## src/include/blk_mapper_map.vh

```
// constants for the video block mapper: format codes, loop limits, fifo size
// assumes inclusion by bare name from design files under hdl/
`ifndef BLK_MAPPER_MAP_VH
`define BLK_MAPPER_MAP_VH

// ----------------------------------------------------------------
// system formats
// ----------------------------------------------------------------
`define FMT_60HZ 2'h0
`define FMT_720_50P 2'h1
`define FMT_1080_50I 2'h2

// ----------------------------------------------------------------
// loop limits and block geometry
// ----------------------------------------------------------------
`define NUM_CHANNELS 3'h4
`define NUM_KORDER 5'h1b
`define NUM_SEQ_USED 4'ha
`define NUM_SEQ_TOTAL 4'hc
`define EDGE_SEQ 4'hb
`define BLOCKS_PER_SEQ 8'h87
`define COL_MOD_60 4'ha
`define COL_MOD_50I 4'hb
`define EDGE_COLUMN 4'hb
`define PAYLOAD_BYTES 7'h4d
`define SECTION_VIDEO 3'h4
`define FIFO_DEPTH 8
`define FIFO_AW 3

`endif

```

## src/hdl/video_dif_block_mapper.v

```verilog
// address generator placing compressed macroblocks into video blocks of a frame
// assumes frame_start and sys_format come from logic on sys_clk (no synchronisers)
//
// How it works
// 60Hz/720p columns (4h+s+2t+off) mod 10
// five blocks carry columns a..e, positions 2,1,3,0,4
// 60Hz: four channels, sequences 0..9, blocks 0..134
// 1080/50i columns (4h+i+off) mod 11
// 1080/50i five blocks positions 2,1,3,0,4
// 1080/50i channel 0 sequence 11 holds edge unit
// 1080/50i channels 1..3 sequence 11 empty
// 720/50p sequences 10,11 empty, rest like 60Hz
// block named by block index, sequence, channel
// payload is one 77-byte macroblock
// identifier carries video section type 100
// frame start restarts counters, latches format
`timescale 1ns/10ps
`include "blk_mapper_map.vh"

module video_dif_block_mapper (
    input wire sys_clk,
    input wire reset,
    input wire frame_start,
    input wire [1:0] sys_format,
    output wire slot_valid,
    input wire slot_ready,
    output wire [1:0] channel,
    output wire [3:0] sequence_index,
    output wire [7:0] block_index_in_sequence,
    output wire mb_present,
    output wire [3:0] mb_column,
    output wire [2:0] mb_position,
    output wire [4:0] mb_order,
    output wire [2:0] section_type,
    output wire [6:0] payload_bytes,
    output reg frame_done
);

    localparam ST_IDLE = 2'h0;
    localparam ST_MAIN = 2'h1;
    localparam ST_EDGE = 2'h2;
    localparam ST_PAD = 2'h3;
    localparam DW = 27;

    reg [1:0] state_r;
    reg [1:0] fmt_r;
    reg [1:0] h_r;
    reg s_r;
    reg [4:0] k_r;
    reg [3:0] t_r;
    reg [2:0] u_r;
    reg [3:0] pseq_r;
    reg [7:0] pblk_r;
    reg [1:0] state_nxt;
    reg [DW-1:0] slot_d;
    reg slot_we;
    wire fifo_ready;
    wire [DW-1:0] fifo_q;
    wire is_50i;
    wire [3:0] colmod;
    wire [10:0] lin;
    wire [7:0] blk_base;
    wire [3:0] seq_main;
    wire [10:0] seq_full;
    wire [10:0] blk_full;
    wire last_u;
    wire last_t;
    wire last_k;

    // ----------------------------------------------------------------
    // helpers
    // ----------------------------------------------------------------
    // column offset and position for slot u within a group of five
    function [3:0] col_off;
        input [2:0] u;
        begin
            case (u)
                3'h0: col_off = 4'h2;
                3'h1: col_off = 4'h6;
                3'h2: col_off = 4'h8;
                3'h3: col_off = 4'h0;
                default: col_off = 4'h4;
            endcase
        end
    endfunction

    function [2:0] pos_of;
        input [2:0] u;
        begin
            case (u)
                3'h0: pos_of = 3'h2;
                3'h1: pos_of = 3'h1;
                3'h2: pos_of = 3'h3;
                3'h3: pos_of = 3'h0;
                default: pos_of = 3'h4;
            endcase
        end
    endfunction

    // (x) mod m for x < 3m, m being 10 or 11
    function [3:0] mod_small;
        input [5:0] x;
        input [3:0] m;
        reg [5:0] y;
        begin
            y = x;
            if (y >= {2'h0, m}) begin
                y = y - {2'h0, m};
            end
            if (y >= {2'h0, m}) begin
                y = y - {2'h0, m};
            end
            mod_small = y[3:0];
        end
    endfunction

    // ----------------------------------------------------------------
    // main-mapping address arithmetic
    // ----------------------------------------------------------------
    assign is_50i = (fmt_r == `FMT_1080_50I);
    assign colmod = is_50i ? `COL_MOD_50I : `COL_MOD_60;
    // linear block position: 5t+25k+675s, or 5i+55k for 1080/50i
    assign lin = is_50i ? (({7'h0, t_r} * 11'd5) + ({6'h0, k_r} * 11'd55))
               : (({7'h0, t_r} * 11'd5) + ({6'h0, k_r} * 11'd25) + (s_r ? 11'd675 : 11'd0));
    assign seq_full = lin / 11'd135;
    // quotient never exceeds 10, so the cut to four bits loses nothing
    assign seq_main = seq_full[3:0];
    assign blk_full = lin - seq_full * 11'd135;
    assign blk_base = blk_full[7:0];
    assign last_u = (u_r == 3'h4);
    assign last_t = is_50i ? (t_r == 4'ha) : (t_r == 4'h4);
    assign last_k = (k_r == `NUM_KORDER - 1'b1);

    // descriptor build: {present, chan, seq, blk, col, pos, k}
    always @* begin
        slot_d = {DW{1'b0}};
        slot_we = 1'b0;
        case (state_r)
            ST_MAIN: begin
                slot_we = 1'b1;
                slot_d = {1'b1, h_r, seq_main, blk_base + {5'h0, u_r},
                    mod_small({2'h0, h_r, 2'h0} + {2'h0, t_r} + (is_50i ? 6'h0 : {5'h0, s_r})
                        + (is_50i ? {2'h0, col_off(u_r)} : {2'h0, t_r} + {2'h0, col_off(u_r)}), colmod),
                    pos_of(u_r), k_r};
            end
            ST_EDGE: begin
                slot_we = 1'b1;
                slot_d = {1'b1, 2'h0, `EDGE_SEQ, {k_r, 2'h0} + {3'h0, k_r} + {5'h0, u_r},
                    `EDGE_COLUMN, u_r, k_r};
            end
            ST_PAD: begin
                slot_we = 1'b1;
                slot_d = {1'b0, h_r, pseq_r, pblk_r, 4'h0, 3'h0, 5'h0};
            end
            default: begin
                slot_we = 1'b0;
            end
        endcase
    end

    // ----------------------------------------------------------------
    // sequencing state machine
    // ----------------------------------------------------------------
    // the whole walk stalls while the FIFO is full, so nothing is dropped
    always @* begin
        state_nxt = state_r;
        case (state_r)
            ST_IDLE: state_nxt = ST_IDLE;
            ST_MAIN: begin
                if (fifo_ready && last_u && last_t && last_k && (is_50i || s_r) && h_r == 2'h3) begin
                    if (is_50i) begin
                        state_nxt = ST_EDGE;
                    end else if (fmt_r == `FMT_720_50P) begin
                        state_nxt = ST_PAD;
                    end else begin
                        state_nxt = ST_IDLE;
                    end
                end
            end
            ST_EDGE: begin
                if (fifo_ready && last_u && last_k) begin
                    state_nxt = ST_PAD;
                end
            end
            ST_PAD: begin
                if (fifo_ready && pblk_r == `BLOCKS_PER_SEQ - 1'b1 && h_r == 2'h3
                    && pseq_r == `NUM_SEQ_TOTAL - 1'b1) begin
                    state_nxt = ST_IDLE;
                end
            end
            default: state_nxt = ST_IDLE;
        endcase
    end

    // loop counters; frame_start restarts all but pseq_r and pblk_r and latches the format
    always @(posedge sys_clk) begin
        if (reset) begin
            state_r <= ST_IDLE;
            fmt_r <= `FMT_60HZ;
            h_r <= 2'h0;
            s_r <= 1'b0;
            k_r <= 5'h0;
            t_r <= 4'h0;
            u_r <= 3'h0;
            pseq_r <= 4'h0;
            pblk_r <= 8'h0;
            frame_done <= 1'b0;
        end else if (frame_start) begin
            state_r <= ST_MAIN;
            fmt_r <= sys_format;
            h_r <= 2'h0;
            s_r <= 1'b0;
            k_r <= 5'h0;
            t_r <= 4'h0;
            u_r <= 3'h0;
            frame_done <= 1'b0;
        end else begin
            frame_done <= (state_r != ST_IDLE) && (state_nxt == ST_IDLE);
            state_r <= state_nxt;
            if (fifo_ready && state_r == ST_MAIN) begin
                // loop order h, s, k, t then five slots (h, k, i for 1080/50i)
                u_r <= last_u ? 3'h0 : u_r + 1'b1;
                if (last_u) begin
                    t_r <= last_t ? 4'h0 : t_r + 1'b1;
                    if (last_t) begin
                        k_r <= last_k ? 5'h0 : k_r + 1'b1;
                        if (last_k) begin
                            s_r <= is_50i ? 1'b0 : ~s_r;
                            if (is_50i || s_r) begin
                                h_r <= h_r + 1'b1;
                            end
                        end
                    end
                end
                // prime the empty-sequence walk
                pseq_r <= is_50i ? `EDGE_SEQ : `NUM_SEQ_USED;
                pblk_r <= 8'h0;
            end else if (fifo_ready && state_r == ST_EDGE) begin
                u_r <= last_u ? 3'h0 : u_r + 1'b1;
                if (last_u) begin
                    k_r <= last_k ? 5'h0 : k_r + 1'b1;
                end
                h_r <= 2'h1;
            end else if (fifo_ready && state_r == ST_PAD) begin
                pblk_r <= (pblk_r == `BLOCKS_PER_SEQ - 1'b1) ? 8'h0 : pblk_r + 1'b1;
                if (pblk_r == `BLOCKS_PER_SEQ - 1'b1) begin
                    if (pseq_r == `NUM_SEQ_TOTAL - 1'b1) begin
                        pseq_r <= is_50i ? `EDGE_SEQ : `NUM_SEQ_USED;
                        h_r <= h_r + 1'b1;
                    end else begin
                        pseq_r <= pseq_r + 1'b1;
                    end
                end
            end
        end
    end

    // ----------------------------------------------------------------
    // output buffer
    // ----------------------------------------------------------------
    slot_fifo #(
        .WIDTH(DW),
        .DEPTH(`FIFO_DEPTH),
        .AW(`FIFO_AW)
    ) u_fifo (
        .sys_clk(sys_clk),
        .reset(reset | frame_start),
        .wr_valid(slot_we),
        .wr_ready(fifo_ready),
        .wr_data(slot_d),
        .rd_valid(slot_valid),
        .rd_ready(slot_ready),
        .rd_data(fifo_q)
    );

    // slicing follows the descriptor build: present, chan, seq, blk, col, pos, k
    assign mb_present = fifo_q[26];
    assign channel = fifo_q[25:24];
    assign sequence_index = fifo_q[23:20];
    assign block_index_in_sequence = fifo_q[19:12];
    assign mb_column = fifo_q[11:8];
    assign mb_position = fifo_q[7:5];
    assign mb_order = fifo_q[4:0];
    assign section_type = `SECTION_VIDEO;
    assign payload_bytes = `PAYLOAD_BYTES;

endmodule

```

## src/hdl/slot_fifo.v

```verilog
// synchronous FIFO holding mapped block descriptors
// assumes one clock and a synchronous active-high reset
`timescale 1ns/10ps

module slot_fifo #(
    parameter WIDTH = 8,
    parameter DEPTH = 8,
    parameter AW = 3
) (
    input wire sys_clk,
    input wire reset,
    input wire wr_valid,
    output wire wr_ready,
    input wire [WIDTH-1:0] wr_data,
    output wire rd_valid,
    input wire rd_ready,
    output wire [WIDTH-1:0] rd_data
);

    reg [WIDTH-1:0] mem [0:DEPTH-1];
    reg [AW-1:0] wp_r;
    reg [AW-1:0] rp_r;
    reg [AW:0] cnt_r;
    wire do_wr;
    wire do_rd;

    // ----------------------------------------------------------------
    // handshakes
    // ----------------------------------------------------------------
    assign wr_ready = (cnt_r != DEPTH);
    assign rd_valid = (cnt_r != 0);
    assign do_wr = wr_valid & wr_ready;
    assign do_rd = rd_valid & rd_ready;
    assign rd_data = mem[rp_r];

    // storage has no reset; only pointers and occupancy count need a defined state
    always @(posedge sys_clk) begin
        if (do_wr) begin
            mem[wp_r] <= wr_data;
        end
    end

    // pointer and occupancy update
    always @(posedge sys_clk) begin
        if (reset) begin
            wp_r <= {AW{1'b0}};
            rp_r <= {AW{1'b0}};
            cnt_r <= {(AW+1){1'b0}};
        end else begin
            if (do_wr) begin
                wp_r <= (wp_r == DEPTH-1) ? {AW{1'b0}} : wp_r + 1'b1;
            end
            if (do_rd) begin
                rp_r <= (rp_r == DEPTH-1) ? {AW{1'b0}} : rp_r + 1'b1;
            end
            if (do_wr & ~do_rd) begin
                cnt_r <= cnt_r + 1'b1;
            end else if (do_rd & ~do_wr) begin
                cnt_r <= cnt_r - 1'b1;
            end
        end
    end

endmodule

```

## config.mk

```make
export PLATFORM = sky130hd
export DESIGN_NAME = video_dif_block_mapper
export DESIGN_NICKNAME = d
export VERILOG_FILES = /design/src/hdl/video_dif_block_mapper.v /design/src/hdl/slot_fifo.v
export VERILOG_INCLUDE_DIRS = /design/src /design/src/include
export SDC_FILE = /design/constraint.sdc
export NUM_CORES = 1
export LEC_CHECK = 0
export BUFFER_PORTS_ARGS = -buffer_cell sky130_fd_sc_hd__buf_2
export CAP_MARGIN = 20
export CORE_AREA = 2 2 180 182
export CTS_BUF_LIST = sky130_fd_sc_hd__clkbuf_16
export DETAILED_ROUTE_END_ITERATION = 10
export DIE_AREA = 0 0 182 184
export GPL_TIMING_DRIVEN = 0
export PLACE_DENSITY = 0.65
export REMOVE_ABC_BUFFERS = 1
export SLEW_MARGIN = 15
export SYNTH_ARGS = -nofsm -noshare
export SYNTH_HDL_FRONTEND = slang
export SYNTH_SLANG_ARGS = --single-unit
```

## constraint.sdc

```tcl
create_clock -name sys_clk -period 12 [get_ports sys_clk]
set_input_delay 3 -clock sys_clk [delete_from_list [all_inputs] [get_ports sys_clk]]
set_output_delay 3 -clock sys_clk [all_outputs]
set_load 0.02 [all_outputs]
```

==> metrics.md <==
| Metric | Value |
|---|---|
| Status | complete, no violations |
| CORE AREA | 31,400 um^2 |
| Synth cell count leaders | 216 x edfxtp_1, 131 x ha_1, 106 x inv_1 |
| Design Area, Final | 17,200 um^2 |
| Total track usage | 19.8% |
| Total chip power | 2.05 mW |
| RR Startpoint | t_r[1] |
| Wirelength per Cell | around 19 um |
| Combinational power share | 15.3% |
| Pin count of the biggest net entering global routing | 55 |
| Worst hold start | h_r[1] |
| Clock sink total | 261 |
| Syn_area_per_cell | 12.5 um^2 |
| Worst hold path cell count | 2 |
| First-pass GRT wire length | 52,400 um |
| IO Port Bufs | 34 |
| Setup Crit Path Kind | flip-flop to flip-flop |
| TritonCTS Buffers | 25 |
| Worst hold endpoint | h_r[1] |
| Mapped Cells | 1,245 |
| Slowest-stage cell, CP | fa_1 |
| Longest Clk Path Bufs | 3 |
| Layout Skew | between 0.015 and 0.02 ns |
| Final Hold Fails | 0 |
| Clk pin slew, worst setup/hold paths | 0.07 ns |
| Die Span Y | 184 um |
| IO Pins | 45 |
| CP max FO | 10 |
| Clock root cell | clkbuf_16 |
| Seq/Total Area, Yosys | a little under half |
| # fillers | around 2,700 |
| Starting DRT DRC Count | 567 |
| Slew margin rel. | approximately 33% |
| Pre-Repair DR Iteration Count | 4 |
| Vias in the first global route | 9,682 |
| Fin crit share | 94.8% |
| Die Width | 182 um |
| Skew-Pair Late Insertion Delay | 0.52 ns |
| Worst path most repeated cell | fa_1 |
| YS warnings | 0 |
| Max-cap violations | 0 |
| Post-Place Setup Slack | -0.410 ns |
| Fmax | 87.9 MHz |
| P_leak | around 6.5 nW |
| Initial Utilization | 49.5% |
| Minimum clock period | 11.37 ns |
| Clk pwr share | a little over a third |
| Remaining global-route overflow | 0 |
| Post-DRT Antenna Nets | 0 |
| Most common cell in the netlist | edfxtp_1 |
| Top cell type's share of synthesized area | 41.8% |
| Share of cells above drive strength 1 | a little under a fifth |
| Number of distinct library cells after synthesis | 84 |
| Antenna violations before repair | 0 |
| PnR worst setup slack | 0.627 ns |
| Area contributors post-synth | edfxtp_1 42%, ha_1 11%, mux4_2 8.0% |
| Asr flop ratio synth | 0% |
| Nets@finish | 1,462 |
| Area Growth Syn to Fin | 11.0% |
| Worst-case reg-to-reg path depth | 44 |
| Dpl cell area | around 16,000 um^2 |
| Yosys reg bits | between 200 and 300 |
| Drt total wl | 32,500 um |
| Post-route DRC | 0 |
| Net Sw Frac | 24.8% |
| Sequential Power Share | 48.6% |
| Gpl congestion | between 0.8 and 0.9 |
| P per Cell Area | 119 nW/um^2 |
| Syn Std Cell Area | around 16,000 um^2 |
| Max IR drop VDD | 0.0859 mV |
| Worst endpoint required time | ~12 ns |
| Internal power | approximately 1.5 mW |
| Area of the die | 33,500 um^2 |
| P_sw | approximately 0.5 mW |
| Number of cell rows | 65 |
| Prevailing post-synth register cell | edfxtp_1 |
| Max incr delay on CP | between 0.5 and 0.6 ns |
| Clock tree from TritonCTS | yes |
| CTS H-tree lvls | 1 |
| Crit path capture type | flip-flop |
| Worst EP arrival | 11.57 ns |
| Largest area contributor in the netlist | edfxtp_1 |
| Vias post-DR | 9,811 |
| Final Max Tran Viols | 0 |
| Number of synthesized flops with an enable pin | 216 |
| Hold crit path type | flip-flop to flip-flop |
| Placed wire-length estimate | about 24,000 um |
| Antenna cells | 0 |
| Setup violators final | 0 |
| Vias/cell | 5.75 |
| CP Launch Type | flip-flop |
| Worst-Margin Slew | 0.995 ns |
| Reg2Reg Setup Slack | 0.63 ns |
| RR Endpoint | u_fifo.mem[0][19] |
-- state kept, by name (all words and copies together) (netlist names), 2 cells and up, named ones only --
register	flops
u_fifo.wp_r	3
k_r	5
pseq_r	4
u_r	3
pblk_r	8
fmt_r	2
h_r	2
state_r	2
u_fifo.cnt_r	4
t_r	4
u_fifo.mem	216
u_fifo.rp_r	3
-- layout make-up --
cell class | count | area, um^2 | share of cell area [%]
clock buffers | 25 | 626 | 3.63
inverters | 110 | 420 | 2.44
flip-flops and latches | 261 | 7400 | 42.9
clock inverters | 17 | 134 | 0.776
repair buffers | 65 | 527 | 3.06
multi-input cells | 827 | 7630 | 44.3
well taps | 402 | 503 | 2.92
-- cells in the final DEF (no fill, tap or decap), types with 7 or more instances in the layout --
master     netlist  final
and3_1           7      7
nand2b_1        14     14
nand4_1         16     16
a211oi_1         8      8
mux2i_1         15     15
ha_1           131    128
buf_4           12     19
a31oi_1          7      7
a21o_1          15     15
nor3_1          27     21
xnor2_1         30     29
o211ai_1        10     10
mux2_2          34     34
a21oi_1         62     62
and2_1           7      7
buf_2            4     37
nor3b_1          7      7
o21ai_0         32     32
mux4_2          55     55
clkbuf_16        0     25
nand2_1         47     47
edfxtp_1       216    216
fa_1            35     35
inv_1          106    112
xor2_1          16     16
nand3_1         20     20
nor2b_1          7      7
nor2_1         102     98
conb_1           2     10
dfxtp_1         45     39
o21bai_1         8      8
-- worst max-delay path: cells and delay by family (launching register included) --
kind / cells / cell delay, ns
mux: 2 / 0.72
compound gates: 13 / 2.68
buf+inv: 4 / 0.34
simple gates: 9 / 1.62
fa+ha+maj: 12 / 4.59
flops: 1 / 0.39
xor+xnor: 4 / 0.71
-- repair_timing --
action	4_1_cts	5_1_grt
pin swaps	1	4
setup buffers	2	5
gates resized for setup	3	18
setup endpoints to repair	24	32
hold buffers	0	0
-- worst max path at each step --
stage / startpoint / endpoint / slack (ns) / depth (start not counted)
2_1_floorplan: t_r[1] / u_fifo.mem[0][19] / 1.42 / 44
3_3_place_gp: t_r[1] / u_fifo.mem[4][19] / -0.37 / 44
3_5_place_dp: t_r[1] / u_fifo.mem[0][19] / -0.41 / 44
4_1_cts: t_r[3] / u_fifo.mem[0][19] / 0.09 / 44
5_1_grt: t_r[1] / u_fifo.mem[0][19] / -0.0006 / 44
6_report: t_r[1] / u_fifo.mem[0][19] / 0.63 / 44
-- cell families (layout without fill, tap and decap cells) --
family	after synthesis	after routing	synth area share [%]
adders and majority gates	166	166	15.1
other	2	10	0.0483
xor gates and xnor gates	46	46	2.59
muxes	106	106	11.6
DFF	261	261	47.6
buffers and inverters	165	217	4.41
and+or+nand+nor	281	281	8.84
AOI/OAI and AO/OA	218	218	9.89
-- per-layer routing --
metal  vias to the layer above  track usage [%]  wire length, um
li1                       4744                -                -
met5                         -                0                0
met3                        30             1.78             1240
met1                      4836             27.2            14700
met4                         0             3.87              435
met2                       201             34.7            16100
-- through the flow --
stage,instances,hold WS [ns],TNS (ns),util [%]
6_report,1707,0.498,0,54.9
5_1_grt,1707,0.538,-0.00131,54.9
4_1_cts,1702,0.503,0,54.5
3_5_place_dp,1658,0.489,-6.17,52.0
3_3_place_gp,1634,0.480,-4.76,50.9
2_1_floorplan,1198,0.455,0,-
-- power groups by stage --
stage	sequential, mW	clock, mW	combinational (mW)
2_1_floorplan	1.01	0	0.233
3_3_place_gp	1.02	0	0.299
3_5_place_dp	1.01	0	0.309
4_1_cts	0.994	0.752	0.312
5_1_grt	0.995	0.789	0.351
6_report	0.994	0.738	0.313
Power figures use the tool's default switching activity.
